===== src/cmd_timing_defs.vh =====
// Constants for the command-path timing controller.
// Assumes a 200 MHz system clock (5 ns period).
`ifndef CMD_TIMING_DEFS_VH
`define CMD_TIMING_DEFS_VH
`define CLK_PERIOD_NS 5
// Register offsets (word addresses, one per register, consecutive).
`define OFF_CTRL 4'h0
`define OFF_STATUS 4'h1
`define OFF_MASK 4'h2
`define OFF_GRADE 4'h3
`define OFF_CMD 4'h4
`define OFF_TIMES 4'h5
// Control fields.
`define CTRL_PSM_ENTER 0
`define CTRL_PSM_EXIT 1
`define CTRL_CT_ENTER 2
`define CTRL_CAL_EN 3
`define CTRL_GEARDOWN 4
`define CTRL_PERSIST 5
`define CTRL_EXIT_CS_LOW 6
`define CTRL_ISSUE 7
// Status bits.
`define ST_ALERT 0
`define ST_RECOVERED 1
`define ST_PSM_IN 2
`define ST_PSM_OUT 3
`define ST_CT_IN 4
`define ST_CMD_DONE 5
`define ST_REFUSED 6
`define ST_BITS 7
// Timing in ns for the NS names, in clocks for the rest.
`define MODE_UPDATE_NS 15
`define MODE_UPDATE_NCK 24
`define CMD_PASS_DISABLE_NS 10
`define CLK_VALID_SRX_NS 10
`define SR_EXIT_NS 170
`define DLL_RELOCK_NCK 597
`define SETUP_HOLD_NS 1
`define PD_EXIT_NS 6
`define CS_LOW_HOLD_MIN_NS 12
`define CS_LOW_HOLD_MARGIN_NS 10
`define TEST_ENTRY_NS 200
`define TEST_VALID_NS 200
`define PARITY_RESP_BASE 43
`define PARITY_RESP_STEP 7
`define CAL_SLOWEST 3
`define CAL_MIDDLE 4
`define CAL_FASTEST 5
`define PARITY_LAT_SLOW 4
`define PARITY_LAT_FAST 5
`endif


===== src/cmd_log_mem.v =====
// Small command log memory, registered read data.
// Assumes one clock; write and read in the same cycle are independent.
`timescale 1ns/100ps
`default_nettype none
module cmd_log_mem
(
    // Clock.
    input wire clk,
    // Write port.
    input wire wr_en,
    input wire [2:0] wr_addr,
    input wire [31:0] wr_data,
    // Read port.
    input wire [2:0] rd_addr,
    output reg [31:0] rd_data
);
    reg [31:0] mem [0:7];
    always @(posedge clk)
    begin
        if (wr_en)
        begin
            mem[wr_addr] <= wr_data;
        end
        rd_data <= mem[rd_addr];
    end
endmodule
`default_nettype wire


===== src/cmd_timing_ctrl.v =====
// Controller side of a memory command path: parity recovery, command
// latency, power saving entry and exit, and connectivity test entry.
// Assumes all memory pins are synchronous to CLK.
// Notes on behaviour
// - In persistent parity mode, send only deselects within 43..64 clocks; recovery does not hold off the power saving entry command.
// - Command follows chip select low by 3, 4 or 5 clocks.
// - No command latency while gear-down mode is active.
// - Keep clock valid that long after power saving entry.
// - Restore valid clock before power saving exit.
// - Wait self-refresh exit time before unlocked commands.
// - Add relock time before commands needing a locked loop.
// - Set chip select ahead of clock enable rise by setup plus hold.
// - High-hold exit keeps chip select high the power-down exit time.
// - Low-hold exit keeps chip select low 12 ns to exit minus 10 ns.
// - Raise test enable 200 ns before chip select goes low.
`include "cmd_timing_defs.vh"
`timescale 1ns/100ps
`default_nettype none
module cmd_timing_ctrl
(
    // Clock and reset.
    input wire CLK,
    input wire SYS_RST,
    // Avalon-MM slave.
    input wire [3:0] AVS_ADDRESS,
    input wire AVS_READ,
    input wire AVS_WRITE,
    input wire [31:0] AVS_WRITEDATA,
    output reg [31:0] AVS_READDATA,
    output reg AVS_WAITREQUEST,
    // Interrupt.
    output reg IRQ,
    // Memory pins.
    output reg CS_N,
    output reg CKE,
    output reg CLK_EN,
    output reg TEST_ENABLE_PIN,
    output reg CMD_VALID,
    output reg [23:0] CMD_BITS,
    input wire ALERT_N
);
    function [15:0] ns2ck;
        input [15:0] ns;
        begin
            ns2ck = (ns + `CLK_PERIOD_NS - 1) / `CLK_PERIOD_NS;
        end
    endfunction
    function [15:0] max16;
        input [15:0] a;
        input [15:0] b;
        begin
            max16 = (a > b) ? a : b;
        end
    endfunction
    localparam [15:0] MODE_UPDATE_CK = max16(`MODE_UPDATE_NCK,
        ns2ck(`MODE_UPDATE_NS));
    localparam [15:0] PSM_ENTRY_CK = MODE_UPDATE_CK +
        ns2ck(`CMD_PASS_DISABLE_NS);
    localparam [15:0] CLK_VALID_CK = ns2ck(`CLK_VALID_SRX_NS);
    localparam [15:0] EXIT_CK = ns2ck(`SR_EXIT_NS);
    localparam [15:0] EXIT_DLL_CK = EXIT_CK + `DLL_RELOCK_NCK;
    localparam [15:0] SETUP_CK = ns2ck(`SETUP_HOLD_NS);
    localparam [15:0] HH_CK = ns2ck(`PD_EXIT_NS);
    localparam [15:0] LH_CK = ns2ck(`CS_LOW_HOLD_MIN_NS);
    localparam [15:0] TEST_CK = ns2ck(`TEST_ENTRY_NS);
    localparam [15:0] TEST_VALID_CK = ns2ck(`TEST_VALID_NS);
    localparam [8:0] S_IDLE = 9'h001;
    localparam [8:0] S_CAL = 9'h002;
    localparam [8:0] S_PSM_HOLD = 9'h004;
    localparam [8:0] S_PSM = 9'h008;
    localparam [8:0] S_CLK_UP = 9'h010;
    localparam [8:0] S_CS_SET = 9'h020;
    localparam [8:0] S_EXIT = 9'h040;
    localparam [8:0] S_TEST_EN = 9'h080;
    localparam [8:0] S_TEST = 9'h100;
    reg [8:0] state_reg;
    reg [15:0] cnt_reg;
    reg [7:0] ctrl_reg;
    reg [1:0] grade_reg;
    reg [23:0] cmd_reg;
    reg [`ST_BITS-1:0] status_reg;
    reg [`ST_BITS-1:0] mask_reg;
    reg [`ST_BITS-1:0] ev;
    reg [7:0] alert_cnt_reg;
    reg in_alert_reg;
    reg recover_reg;
    reg [15:0] ready_cnt_reg;
    reg dll_ok_reg;
    reg [2:0] log_ptr_reg;
    wire [31:0] log_rd;
    wire acc = AVS_READ | AVS_WRITE;
    wire wr = AVS_WRITE & ~AVS_WAITREQUEST;
    wire [7:0] cal_ck = (grade_reg == 2'd0) ? `CAL_SLOWEST :
        (grade_reg == 2'd3) ? `CAL_FASTEST : `CAL_MIDDLE;
    wire [31:0] resp_full = `PARITY_RESP_BASE + grade_reg * `PARITY_RESP_STEP;
    wire [7:0] resp_ck = resp_full[7:0];
    wire cal_on = ctrl_reg[`CTRL_CAL_EN] & ~ctrl_reg[`CTRL_GEARDOWN];
    wire issue = wr && AVS_ADDRESS == `OFF_CMD;
    ////////////////////////////////////////////////////////////////////////
    // Register bus: one wait cycle, then the access completes.
    always @(posedge CLK)
    begin
        if (SYS_RST)
        begin
            AVS_WAITREQUEST <= 1'b1;
            AVS_READDATA <= 32'h0;
            ctrl_reg <= 8'h00;
            grade_reg <= 2'h0;
            mask_reg <= {`ST_BITS{1'b0}};
            cmd_reg <= 24'h0;
        end
        else
        begin
            AVS_WAITREQUEST <= ~(acc & AVS_WAITREQUEST);
            if (state_reg == S_IDLE && dll_ok_reg)
            begin
                ctrl_reg[`CTRL_PSM_ENTER] <= 1'b0;
            end
            ctrl_reg[`CTRL_PSM_EXIT] <= 1'b0;
            ctrl_reg[`CTRL_CT_ENTER] <= 1'b0;
            if (wr && AVS_ADDRESS == `OFF_CTRL)
            begin
                ctrl_reg <= AVS_WRITEDATA[7:0];
            end
            if (wr && AVS_ADDRESS == `OFF_MASK)
            begin
                mask_reg <= AVS_WRITEDATA[`ST_BITS-1:0];
            end
            if (wr && AVS_ADDRESS == `OFF_GRADE)
            begin
                grade_reg <= AVS_WRITEDATA[1:0];
            end
            if (issue)
            begin
                cmd_reg <= AVS_WRITEDATA[23:0];
            end
            if (AVS_READ & AVS_WAITREQUEST)
            begin
                case (AVS_ADDRESS)
                `OFF_CTRL: AVS_READDATA <= {24'h0, ctrl_reg};
                `OFF_STATUS: AVS_READDATA <= {25'h0, status_reg};
                `OFF_MASK: AVS_READDATA <= {25'h0, mask_reg};
                `OFF_GRADE: AVS_READDATA <= {21'h0, state_reg, grade_reg};
                `OFF_CMD: AVS_READDATA <= {8'h0, cmd_reg};
                `OFF_TIMES: AVS_READDATA <= log_rd;
                default: AVS_READDATA <= 32'h0;
                endcase
            end
        end
    end
    ////////////////////////////////////////////////////////////////////////
    // Alert tracking and persistent parity recovery.
    always @(posedge CLK)
    begin
        if (SYS_RST)
        begin
            alert_cnt_reg <= 8'h0;
            in_alert_reg <= 1'b0;
            recover_reg <= 1'b0;
        end
        else
        begin
            if (~ALERT_N)
            begin
                in_alert_reg <= 1'b1;
                if (alert_cnt_reg != 8'hff)
                begin
                    alert_cnt_reg <= alert_cnt_reg + 8'h1;
                end
                if (ctrl_reg[`CTRL_PERSIST])
                begin
                    recover_reg <= 1'b1;
                end
            end
            else
            begin
                in_alert_reg <= 1'b0;
                alert_cnt_reg <= 8'h0;
                if (in_alert_reg)
                begin
                    recover_reg <= 1'b0;
                end
            end
        end
    end
    ////////////////////////////////////////////////////////////////////////
    // Sequencer for commands, power saving and connectivity test.
    always @(posedge CLK)
    begin
        if (SYS_RST)
        begin
            state_reg <= S_IDLE;
            cnt_reg <= 16'h0;
            CS_N <= 1'b1;
            CKE <= 1'b1;
            CLK_EN <= 1'b1;
            TEST_ENABLE_PIN <= 1'b0;
            CMD_VALID <= 1'b0;
            CMD_BITS <= 24'h0;
            ready_cnt_reg <= 16'h0;
            dll_ok_reg <= 1'b1;
        end
        else
        begin
            CMD_VALID <= 1'b0;
            if (ready_cnt_reg != 16'h0)
            begin
                ready_cnt_reg <= ready_cnt_reg - 16'h1;
            end
            if (ready_cnt_reg == 16'h1)
            begin
                dll_ok_reg <= 1'b1;
            end
            cnt_reg <= (cnt_reg != 16'h0) ? cnt_reg - 16'h1 : 16'h0;
            case (state_reg)
            S_IDLE:
            begin
                CS_N <= 1'b1;
                if (ctrl_reg[`CTRL_CT_ENTER])
                begin
                    TEST_ENABLE_PIN <= 1'b1;
                    cnt_reg <= TEST_CK;
                    state_reg <= S_TEST_EN;
                end
                else if (ctrl_reg[`CTRL_PSM_ENTER] && dll_ok_reg)
                begin
                    CS_N <= 1'b0;
                    cnt_reg <= PSM_ENTRY_CK + 16'h1;
                    state_reg <= S_PSM_HOLD;
                end
                else if (issue && !recover_reg && dll_ok_reg
                    && ready_cnt_reg <= EXIT_DLL_CK - EXIT_CK)
                begin
                    CS_N <= 1'b0;
                    cnt_reg <= cal_on ? {8'h0, cal_ck} : 16'h0;
                    state_reg <= S_CAL;
                end
            end
            S_CAL:
            begin
                if (cnt_reg <= 16'h1)
                begin
                    CMD_VALID <= 1'b1;
                    CMD_BITS <= cmd_reg;
                    state_reg <= S_IDLE;
                end
            end
            S_PSM_HOLD:
            begin
                if (cnt_reg == PSM_ENTRY_CK + 16'h1)
                begin
                    CMD_VALID <= 1'b1;
                    CMD_BITS <= cmd_reg;
                end
                else
                begin
                    CS_N <= 1'b1;
                end
                if (cnt_reg == 16'h0)
                begin
                    CLK_EN <= 1'b0;
                    state_reg <= S_PSM;
                end
            end
            S_PSM:
            begin
                if (ctrl_reg[`CTRL_PSM_EXIT])
                begin
                    CLK_EN <= 1'b1;
                    cnt_reg <= CLK_VALID_CK;
                    state_reg <= S_CLK_UP;
                end
            end
            S_CLK_UP:
            begin
                if (cnt_reg == 16'h0)
                begin
                    CS_N <= ~ctrl_reg[`CTRL_EXIT_CS_LOW];
                    CKE <= 1'b0;
                    cnt_reg <= SETUP_CK;
                    state_reg <= S_CS_SET;
                end
            end
            S_CS_SET:
            begin
                if (cnt_reg == 16'h0)
                begin
                    CKE <= 1'b1;
                    cnt_reg <= CS_N ? HH_CK : LH_CK;
                    state_reg <= S_EXIT;
                end
            end
            S_EXIT:
            begin
                if (cnt_reg == 16'h0)
                begin
                    CS_N <= 1'b1;
                    ready_cnt_reg <= EXIT_DLL_CK;
                    dll_ok_reg <= 1'b0;
                    state_reg <= S_IDLE;
                end
            end
            S_TEST_EN:
            begin
                if (cnt_reg == 16'h0)
                begin
                    CS_N <= 1'b0;
                    cnt_reg <= TEST_VALID_CK;
                    state_reg <= S_TEST;
                end
            end
            S_TEST:
            begin
                if (ctrl_reg[`CTRL_PSM_EXIT])
                begin
                    TEST_ENABLE_PIN <= 1'b0;
                    CS_N <= 1'b1;
                    state_reg <= S_IDLE;
                end
            end
            default:
            begin
                state_reg <= S_IDLE;
            end
            endcase
        end
    end
    ////////////////////////////////////////////////////////////////////////
    // Events, sticky status and interrupt; set wins over clear.
    always @*
    begin
        ev = {`ST_BITS{1'b0}};
        ev[`ST_ALERT] = ~ALERT_N & ~in_alert_reg;
        ev[`ST_RECOVERED] = recover_reg & ALERT_N & in_alert_reg;
        ev[`ST_PSM_IN] = (state_reg == S_PSM_HOLD) && cnt_reg == 16'h0;
        ev[`ST_PSM_OUT] = (state_reg == S_EXIT) && cnt_reg == 16'h0;
        ev[`ST_CT_IN] = (state_reg == S_TEST_EN) && cnt_reg == 16'h0;
        ev[`ST_CMD_DONE] = (state_reg == S_CAL) && cnt_reg <= 16'h1;
        ev[`ST_REFUSED] = issue && (recover_reg || state_reg != S_IDLE);
    end
    always @(posedge CLK)
    begin
        if (SYS_RST)
        begin
            status_reg <= {`ST_BITS{1'b0}};
            IRQ <= 1'b0;
            log_ptr_reg <= 3'h0;
        end
        else
        begin
            if (wr && AVS_ADDRESS == `OFF_STATUS)
            begin
                status_reg <= (status_reg & ~AVS_WRITEDATA[`ST_BITS-1:0])
                    | ev;
            end
            else
            begin
                status_reg <= status_reg | ev;
            end
            IRQ <= |(status_reg & mask_reg);
            if (ev[`ST_ALERT])
            begin
                log_ptr_reg <= log_ptr_reg + 3'h1;
            end
        end
    end
    cmd_log_mem log_mem
    (
        .clk(CLK),
        .wr_en(ev[`ST_ALERT]),
        .wr_addr(log_ptr_reg),
        .wr_data({resp_ck, 8'h0, cmd_reg[15:0]}),
        .rd_addr(log_ptr_reg - 3'h1),
        .rd_data(log_rd)
    );
endmodule
`default_nettype wire


===== config.mk =====
export PLATFORM = sky130hd
export DESIGN_NAME = cmd_timing_ctrl
export DESIGN_NICKNAME = d
export VERILOG_FILES = /design/src/cmd_log_mem.v /design/src/cmd_timing_ctrl.v
export VERILOG_INCLUDE_DIRS = /design/src
export SDC_FILE = /design/constraint.sdc
export NUM_CORES = 1
export LEC_CHECK = 0
export BUFFER_PORTS_ARGS = -buffer_cell sky130_fd_sc_hd__clkbuf_2
export CORE_ASPECT_RATIO = 1.1
export CORE_MARGIN = 5
export CORE_UTILIZATION = 35
export DETAILED_ROUTE_END_ITERATION = 6
export SLEW_MARGIN = 30
export SYNTH_ARGS = -nofsm -noshare
export SYNTH_HDL_FRONTEND = slang
export SYNTH_HIERARCHICAL = 1
export SYNTH_SLANG_ARGS = --single-unit

===== constraint.sdc =====
create_clock -name CLK -period 4.4 [get_ports CLK]
set_input_delay 0.88 -clock CLK [delete_from_list [all_inputs] [get_ports CLK]]
set_output_delay 0.88 -clock CLK [all_outputs]
set_load 0.005 [all_outputs]

==> results of run 1 <==
placed cells by master, fill, tap and decap left out, types with 6 or more instances in the layout:
cell type,synthesis,layout
a21oi_1,138,138
a222oi_1,12,12
a22oi_1,16,16
buf_4,2,21
clkbuf_1,46,11
clkbuf_16,0,46
clkbuf_2,0,94
clkbuf_8,0,8
clkinv_2,0,9
conb_1,1,80
dfxtp_1,190,190
edfxtp_1,256,256
ha_1,12,12
inv_1,17,16
mux2_2,34,34
mux2i_1,9,9
mux4_1,40,40
mux4_2,24,24
nand2_1,176,175
nand2b_1,8,8
nand3_1,29,29
nand4_1,14,14
nor2_1,122,115
nor2_4,0,6
nor2b_1,6,6
nor3_1,16,14
nor4_1,13,13
o21ai_0,18,18
o31ai_1,6,6
xnor2_1,19,19
xor2_1,15,14
cell usage after synthesis (6+ instances only):
master    instances  area (um2)
nand4_1          14        87.6
edfxtp_1        256        7690
mux2i_1           9        90.1
mux2_2           34         383
clkbuf_1         46         173
a222oi_1         12         120
inv_1            17        63.8
mux4_2           24         541
nor4_1           13        81.3
nor2_1          122         458
xnor2_1          19         166
nor2b_1           6        37.5
ha_1             12         150
a21oi_1         138         691
dfxtp_1         190        3800
mux4_1           40        1050
nand2_1         176         661
nor3_1           16        80.1
nand2b_1          8        50.1
a22oi_1          16         120
buf_2            14        70.1
xor2_1           15         131
nand3_1          29         145
o21ai_0          18        90.1
buf_6             7        78.8
o31ai_1           6        45.0
metal layers:
metal | vias to the layer above | wire (um) | track usage [%]
met2 | 284 | 20100 | 24.9
met4 | 0 | 1160 | 5.19
li1 | 5302 | - | -
met3 | 66 | 2030 | 2.34
met5 | - | 0 | 0
met1 | 5531 | 19100 | 20.8
tightest hold or removal path: cells and delay by family (launching register included):
family	cells	cell delay [ps]
AO/OA/AOI/OAI	1	60
flip-flops	1	300
AND/OR/NAND/NOR	1	60
power by group through the flow:
| stage | Sequential, mW | Combinational [mW] | Clock [mW] |
|---|---|---|---|
| 6_report | 4.77 | 1.35 | 3.80 |
| 2_1_floorplan | 4.81 | 1.08 | 0 |
| 3_5_place_dp | 4.86 | 1.35 | 0 |
| 3_3_place_gp | 4.85 | 1.33 | 0 |
| 4_1_cts | 4.77 | 1.36 | 3.92 |
| 5_1_grt | 4.80 | 1.49 | 4.09 |
cell families (layout without fill, tap and decap cells):
logic type,count (synthesis),in the layout
xor+xnor,34,34
buf+inv,90,219
simple gates,432,432
mux,107,107
other cells,1,80
fa+ha+maj,12,12
flops,446,446
compound gates,221,221
metrics by stage:
step,hold WS (ps),std cells
after global placement,437,2126
after global routing,469,2211
final,451,2211
after CTS,456,2211
after floorplan,433,1422
after detailed placement,444,2126
final timing paths:
| check | to | from | depth (start not counted) | slack (ps) |
|---|---|---|---|---|
| setup / recovery | CMD_BITS[5]$_SDFFE_PP0P_ | state_reg[5]$_SDFFE_PP0P_ | 6 | 1370 |
| hold / removal | AVS_READDATA[24]$_SDFFE_PP0P_ | log_mem/rd_data[24]$_DFF_P_ | 2 | 450 |
| setup reg to reg | CMD_BITS[5]$_SDFFE_PP0P_ | state_reg[5]$_SDFFE_PP0P_ | 6 | 1370 |
| hold reg to reg | AVS_READDATA[24]$_SDFFE_PP0P_ | log_mem/rd_data[24]$_DFF_P_ | 2 | 450 |
layout make-up:
| type | count | area [um2] |
|---|---|---|
| inverters | 17 | 65.1 |
| multi-input cells | 886 | 6290 |
| well taps | 660 | 826 |
| fillers | 4651 | 29400 |
| repair buffers | 117 | 659 |
| clock buffers | 66 | 1310 |
| flip-flops and latches | 446 | 11500 |
| clock inverters | 19 | 175 |
==> results.json, run 1 <==
{
  "clkTransAtPathRegs_ps": 60,
  "die_w_um": 225,
  "worstSkewPairLatency_ps": 580,
  "synth-seq-area-share_pct": 64.5,
  "io_buffers": 95,
  "max_freq_mhz": 330,
  "final_area_um2": 20800,
  "startpoint_type": "flop",
  "grt_pass1_vias": 11300,
  "maxCapViolCount": 0,
  "slowest_stage": "or2_2",
  "rsz0062_at_grt": "false",
  "placed_cell_area_um2": 19300,
  "drt_pass1_iterations": 7,
  "cts_made_buffers": 46,
  "worstMarginPinSlew_ps": 929,
  "avgSynthCellArea_um2": 13.3,
  "synth_warnings": 6,
  "endpoint_kind": "flop",
  "antenna_found_initial": 0,
  "drive_above_1_share_pct": 17.7,
  "synthAdderAreaFrac_pct": 0.843,
  "synthToLayoutAreaGrowth_pct": 16.9,
  "cts.sinks": 446,
  "largest_reg_flops": 256,
  "ant_nets": 0,
  "slowest_delay_ps": 630,
  "synth_mux_area_share_pct": 11.6,
  "p_sw_share_pct": 25.8,
  "synth_seq_cells": 446,
  "wl_per_cell_um": 19.2,
  "synthArstFlopShare_pct": 0,
  "dieHeight_um": 247,
  "power.leakage_nw": 7.03,
  "largest-register": "log_mem/mem",
  "p_switching_mw": 2.56,
  "initial_core_util_pct": 35.4,
  "synth_cells": 1343,
  "crit_family": "simple AND/OR/NAND/NOR gates",
  "path_buf_inv": 0,
  "p_per_area_nw_per_um2": 477,
  "syn_area_um2": 17800,
  "dp_hpwl_mm": 26.6,
  "drv_slew": 0,
  "core_area_um2": 50300,
  "cts_tree": "built",
  "grt_overflow": 0,
  "cp_cell_sequence": "nor4_4 -> nand4_1 -> nor3_1 -> or2_2 -> nand2_1 -> a21oi_1",
  "power.share.clock_pct": 38.3,
  "num_vias": 11200,
  "drtIter0Drc": 834,
  "synth-edff-count": 256,
  "fin_nets": 1567,
  "comb_power_share_pct": 13.6,
  "hold_violations": 0,
  "path_max_fanout": 24,
  "status": "complete, no violations",
  "place_ws_ps": 1200,
  "grt_use_total_pct": 15.2,
  "finalSetupTns_ps": 0,
  "timing.final.crit_share_pct": 68.8,
  "synthDistinctLibCells": 66,
  "crit_type": "flop to flop",
  "grt_max_degree": 72,
  "yosys_most_used_dff": "edfxtp_1",
  "required_ps": 4890,
  "power_mw": 9.93,
  "cts_setup_buffers": 0,
  "drc": 0,
  "synth_top_family_by_area": "multiplexers",
  "holdBufCountCts": 0,
  "worstPathArrival_ps": 3520,
  "synth-simple-area-share_pct": 11.5,
  "synthXorXnorAreaFrac_pct": 1.67,
  "seq_power_share_pct": 48.1,
  "skew_ps": 15.8,
  "utilization_pct": 41.4,
  "place.gp.congestion": 0.851,
  "hp-class": "flop to flop",
  "clock_path_buffers": 3,
  "rows": 86,
  "io_pins": 104,
  "fin_ws_ps": 1370,
  "antenna_cells": 0,
  "top_regs": "log_mem/mem: 256 flops, AVS_READDATA: 32 flops, log_mem/rd_data: 32 flops",
  "h-tree-depth": 2,
  "dieArea_um2": 55500,
  "root_buffer": "clkbuf_16",
  "setup_viol": 0,
  "vdd.ir_drop.worst_mv": 0.268,
  "synth_compound_area_share_pct": 7.49,
  "cts_resized": 0,
  "grt_pass1_wl_mm": 65.9,
  "internal-power_mw": 7.37,
  "fin_crit_ps": 3030,
  "slew-limit-headroom_pct": 37.7,
  "wl_mm": 42.4,
  "viasPerCell": 5.06
}
Power figures use the tool's default switching activity.
==> run 2, diff against run 1 <==
- clock period: 4.4 -> 3 ns (I/O delays scaled with it)
==> results.json, run 2 (synthesis gave the netlist of run 1 again) <==
{
  "fill_cells": 4622,
  "grt_use_total_pct": 15.5,
  "cts_tree": "built",
  "largest-register": "log_mem/mem",
  "rsz0062_at_grt": "false",
  "max_freq_mhz": 389,
  "min_to": "cmd_reg[17]$_SDFFE_PP0P_",
  "finalSetupTns_ps": 0,
  "antenna_cells": 0,
  "cts_made_buffers": 46,
  "largest_reg_flops": 256,
  "fin_nets": 1589,
  "cts.sinks": 446,
  "ant_nets": 0,
  "utilization_pct": 42.2,
  "wl_mm": 43.3,
  "dieArea_um2": 55500,
  "path_max_fanout": 10,
  "r2r-end": "cnt_reg[9]$_SDFF_PP0_",
  "reg2reg_depth": 8,
  "wl_met3_mm": 2.64,
  "power.leakage_nw": 7.20,
  "place.gp.congestion": 0.859,
  "drt_pass1_iterations": 6,
  "worstPathArrival_ps": 3070,
  "dp_hpwl_mm": 26.8,
  "die_w_um": 225,
  "cts_resized": 0,
  "power_mw": 14.9,
  "r2r-start": "ready_cnt_reg[0]$_SDFF_PP0_",
  "grt_pass1_wl_mm": 67.1,
  "initial_core_util_pct": 35.4,
  "io_pins": 104,
  "slew-limit-headroom_pct": 53.4,
  "hold_violations": 0,
  "placed_cell_area_um2": 19700,
  "viasPerCell": 5.06,
  "wl_met1_mm": 18.9,
  "drive_above_1_share_pct": 19.0,
  "startpoint_type": "flop",
  "dieHeight_um": 247,
  "root_buffer": "clkbuf_16",
  "vdd.ir_drop.worst_mv": 0.416,
  "cts_setup_buffers": 0,
  "io_buffers": 95,
  "antenna_found_initial": 0,
  "fin_crit_ps": 2570,
  "r2r_setup_slack_ps": 430,
  "status": "complete, no violations",
  "rows": 86,
  "hp-class": "input pin to flop",
  "grt_overflow": 0,
  "met2_wirelength_mm": 20.9,
  "grt_max_degree": 89,
  "num_vias": 11300,
  "drc": 0,
  "worstSkewPairLatency_ps": 580,
  "holdBufCountCts": 0,
  "endpoint_kind": "flop",
  "wl_per_cell_um": 19.4,
  "final_area_um2": 21200,
  "h-tree-depth": 2,
  "slowest_delay_ps": 480,
  "crit_type": "flop to flop",
  "clkTransAtPathRegs_ps": 60,
  "core_area_um2": 50300,
  "cp_cell_sequence": "inv_1 -> ha_1 -> nand2b_1 -> a21boi_0 -> o32ai_4 -> nor4_4 -> o21ai_2 -> a21oi_1",
  "slowest_stage": "dfxtp_1",
  "skew_ps": 16.8,
  "setup_viol": 0,
  "min_path_cells": 3,
  "drv_slew": 0,
  "topRoutingLayerUsed": "met4",
  "layout_commonest_cell": "edfxtp_1",
  "timing.final.crit_share_pct": 85.6,
  "clock_path_buffers": 3,
  "worstMarginPinSlew_ps": 692,
  "p_per_area_nw_per_um2": 701,
  "worstHoldStart": "AVS_WRITEDATA[17]",
  "drtIter0Drc": 867,
  "top_regs": "log_mem/mem: 256 flops, AVS_READDATA: 32 flops, log_mem/rd_data: 32 flops",
  "maxCapViolCount": 0,
  "required_ps": 3500,
  "whs_ps": 240,
  "synthToLayoutAreaGrowth_pct": 19.0,
  "grt_pass1_vias": 11400,
  "mostFrequentLayoutCells": "256 x edfxtp_1, 190 x dfxtp_1, 176 x nand2_1"
}
[run 2: cell count changes in the layout (fill, tap and decap cells not counted), moves of 2 or more]
| cell | delta |
|---|---|
| nor3_2 | -2 |
| nor3_4 | +2 |
| clkinv_2 | +5 |
| buf_12 | +12 |
| clkbuf_8 | -4 |
| bufinv_16 | +3 |
| clkbuf_1 | -5 |
| buf_4 | +11 |
[run 2: worst max-delay path by stage]
stage                                      from                          end  slack [ps]  depth (start not counted)
CTS                 ready_cnt_reg[0]$_SDFF_PP0_        cnt_reg[9]$_SDFF_PP0_         420                          8
finish              ready_cnt_reg[0]$_SDFF_PP0_        cnt_reg[9]$_SDFF_PP0_         430                          8
detailed placement               AVS_ADDRESS[3]    state_reg[3]$_SDFFE_PP0P_         330                          7
floorplan                               ALERT_N  log_mem/mem[1][0]$_DFFE_PP_         150                          3
global placement                 AVS_ADDRESS[3]    state_reg[3]$_SDFFE_PP0P_         350                          7
global route        ready_cnt_reg[0]$_SDFF_PP0_       cnt_reg[15]$_SDFF_PP0_         200                          8
[run 2: report_power, final]
| part | leakage [nW] | switching [mW] | internal (mW) |
|---|---|---|---|
| sequential | 3.68 | 0.272 | 6.74 |
| clock | 0.753 | 2.38 | 3.37 |
| combinational | 2.76 | 1.18 | 0.927 |
[run 2: critical path: cells and delay by family (launching register included)]
family / cells / cell delay, ps
compound gates: 4 / 1020
fa+ha+maj: 1 / 280
buf+inv: 1 / 100
simple gates: 2 / 600
flops: 1 / 480
[run 2: final cells by class]
class / instances / area [um2] / share of cell area [%]
Sequential cell: 446 / 11500 / 54.2
Multi-Input combinational cell: 886 / 6300 / 29.8
Clock buffer: 56 / 1230 / 5.80
Timing Repair Buffer: 139 / 971 / 4.58
Tap cell: 660 / 826 / 3.90
Clock inverter: 29 / 302 / 1.42
Inverter: 17 / 65.1 / 0.307
[run 2: routing by layer]
layer  up-vias  global-route usage (%)
li1       5334                       -
met1      5615                    20.8
met2       299                    25.9
met3        62                    3.28
met4         0                    3.90
met5         -                       0
[run 2: stage by stage]
stage | cells | setup WS [ps]
2_1_floorplan | 1422 | 150
3_5_place_dp | 2148 | 331
5_1_grt | 2233 | 198
4_1_cts | 2233 | 421
6_report | 2233 | 432
3_3_place_gp | 2148 | 354
==> run 3, diff against run 2 <==
- CORE_UTILIZATION: 35 -> 33
- SYNTH_HIERARCHICAL: 1 -> default
==> results.json, run 3 <==
{
  "synth_cells": 1196,
  "status": "complete, no violations",
  "synthDistinctLibCells": 70,
  "h-tree-depth": 2,
  "startpoint_type": "flop",
  "rsz0062_at_grt": "false",
  "grt_pass1_vias": 9823,
  "syn_area_um2": 14400,
  "dp_hpwl_mm": 25.1,
  "clock_path_buffers": 3,
  "drc": 0,
  "cts_made_buffers": 39,
  "grt_overflow": 0,
  "max_freq_mhz": 384,
  "cts_setup_buffers": 0,
  "fin_nets": 1364,
  "drive_above_1_share_pct": 25.3,
  "synthToLayoutAreaGrowth_pct": 18.0,
  "timing.final.crit_share_pct": 86.9,
  "register_area_um2": 8870,
  "core_area_um2": 43200,
  "ant_nets": 0,
  "largest-register": "log_mem.mem",
  "die_w_um": 209,
  "maxCapViolCount": 0,
  "yosys.area.top_type": "edfxtp_1",
  "fin_crit_ps": 2610,
  "wl_mm": 37.7,
  "multi_input_area_um2": 5200,
  "vdd.ir_drop.worst_mv": 0.420,
  "largest_reg_flops": 176,
  "synthesis.nets": 1250,
  "cts_tree": "built",
  "io_buffers": 94,
  "setup_viol": 0,
  "dieArea_um2": 47900,
  "avgSynthCellArea_um2": 12.0,
  "synth_seq_cells": 355,
  "grt_pass1_wl_mm": 58.9,
  "hp-class": "input pin to flop",
  "required_ps": 3450,
  "fill_cells": 4195,
  "drt_pass1_iterations": 5,
  "top_regs": "log_mem.mem: 176 flops, AVS_READDATA: 31 flops",
  "final_area_um2": 17000,
  "rows": 80,
  "power.leakage_nw": 5.54,
  "hold_violations": 0,
  "p_per_area_nw_per_um2": 702,
  "viasPerCell": 5.16,
  "dieHeight_um": 229,
  "yosys_most_used_dff": "dfxtp_1",
  "drtIter0Drc": 836,
  "cts_resized": 0,
  "initial_core_util_pct": 33.3,
  "yosysMostFrequentCell": "dfxtp_1",
  "mostFrequentLayoutCells": "178 x dfxtp_1, 176 x edfxtp_1, 158 x nand2_1",
  "layout_commonest_cell": "dfxtp_1",
  "placed_cell_area_um2": 15700,
  "synthArstFlopShare_pct": 0,
  "worstMarginPinSlew_ps": 693,
  "worstPathArrival_ps": 3060,
  "worstSkewPairLatency_ps": 530,
  "ys_top_cells_by_count": "179 x dfxtp_1, 176 x edfxtp_1, 159 x nand2_1",
  "endpoint_kind": "flop",
  "cts.sinks": 355,
  "root_buffer": "clkbuf_16",
  "grt_max_degree": 87,
  "slew-limit-headroom_pct": 53.6,
  "synth.area.top_cells": "edfxtp_1 37%, dfxtp_1 25%, mux4_2 6.9%, nand2_1 4.1%, a21oi_1 4.0%",
  "holdBufCountCts": 0,
  "antenna_found_initial": 2,
  "wl_per_cell_um": 19.7,
  "io_pins": 104,
  "synth_warnings": 0,
  "finalSetupTns_ps": 0,
  "grt_use_total_pct": 15.5,
  "crit_type": "flop to flop",
  "place.gp.congestion": 0.909,
  "synth_top_area_share_pct": 36.7,
  "num_vias": 9874,
  "skew_ps": 20.4,
  "drv_slew": 0,
  "synth-edff-count": 176,
  "synth-seq-area-share_pct": 61.7,
  "antenna_cells": 0,
  "path_max_fanout": 24,
  "clkTransAtPathRegs_ps": 60
}
## run 3: final cells by class
type | instances | area share [%]
Clock buffer | 51 | 6.43
Clock inverter | 18 | 0.782
Inverter | 15 | 0.332
Multi-Input combinational cell | 755 | 30.6
Sequential cell | 355 | 52.3
Tap cell | 574 | 4.23
Timing Repair Buffer | 144 | 5.29
## run 3: metrics by stage
step | worst slack (ps) | power (mW) | std cells | util [%] | hold WS [ps]
after floorplan | 0.704 | 6.95 | 1196 | - | 433
after CTS | 425 | 12.0 | 1912 | 39.2 | 274
final | 393 | 11.9 | 1912 | 39.2 | 290
after global placement | 450 | 7.44 | 1843 | 36.4 | 436
after global routing | 233 | 12.5 | 1912 | 39.2 | 282
after detailed placement | 412 | 7.47 | 1843 | 36.4 | 445
## run 3: metal layers
layer / GRT usage, % / vias up / part of all wire, %
li1: - / 4622 / -
met1: 22.3 / 4857 / 46
met2: 24.4 / 342 / 45
met3: 3.04 / 49 / 6.7
met4: 3.37 / 4 / 1.5
met5: 0 / - / 0.069
## run 3: worst paths after layout
check | start | endpoint | slack, ps | cells past startpoint
max | cnt_reg[4]$_SDFF_PP0_ | CMD_BITS[0]$_SDFFE_PP0P_ | 390 | 8
min | AVS_WRITEDATA[10] | cmd_reg[10]$_SDFFE_PP0P_ | 290 | 3
max reg2reg | cnt_reg[4]$_SDFF_PP0_ | CMD_BITS[0]$_SDFFE_PP0P_ | 390 | 8
min reg2reg | AVS_READDATA[25]$_SDFFE_PP0P_ | AVS_READDATA[25]$_SDFFE_PP0P_ | 450 | 2
## run 3: kinds of logic after synthesis
kind of cell / Yosys count / synth area share (%)
AND/OR/NAND/NOR: 411 / 13.8
flip-flops: 355 / 61.7
AO/OA/AOI/OAI: 225 / 9.80
buffers and inverters: 86 / 2.57
multiplexers: 72 / 9.05
XOR/XNOR: 33 / 2.01
adder cells (fa/ha/maj): 13 / 1.13
other: 1 / 0.0261
## run 3: report_power, final
group / total, mW / internal, mW / leakage (nW) / switching, mW
sequential: 5.55 / 5.30 / 2.87 / 0.246
clock: 4.55 / 2.66 / 0.604 / 1.89
combinational: 1.82 / 0.800 / 2.07 / 1.02
## run 3: critical path, stage by stage (launching register included)
cell and delay (ps):
dfxtp_1 350, or4_4 550, or3_4 370, nor3_4 210, and2b_1 340, or2_1 210
buf_12 210, nand2_1 90, a21oi_1 160
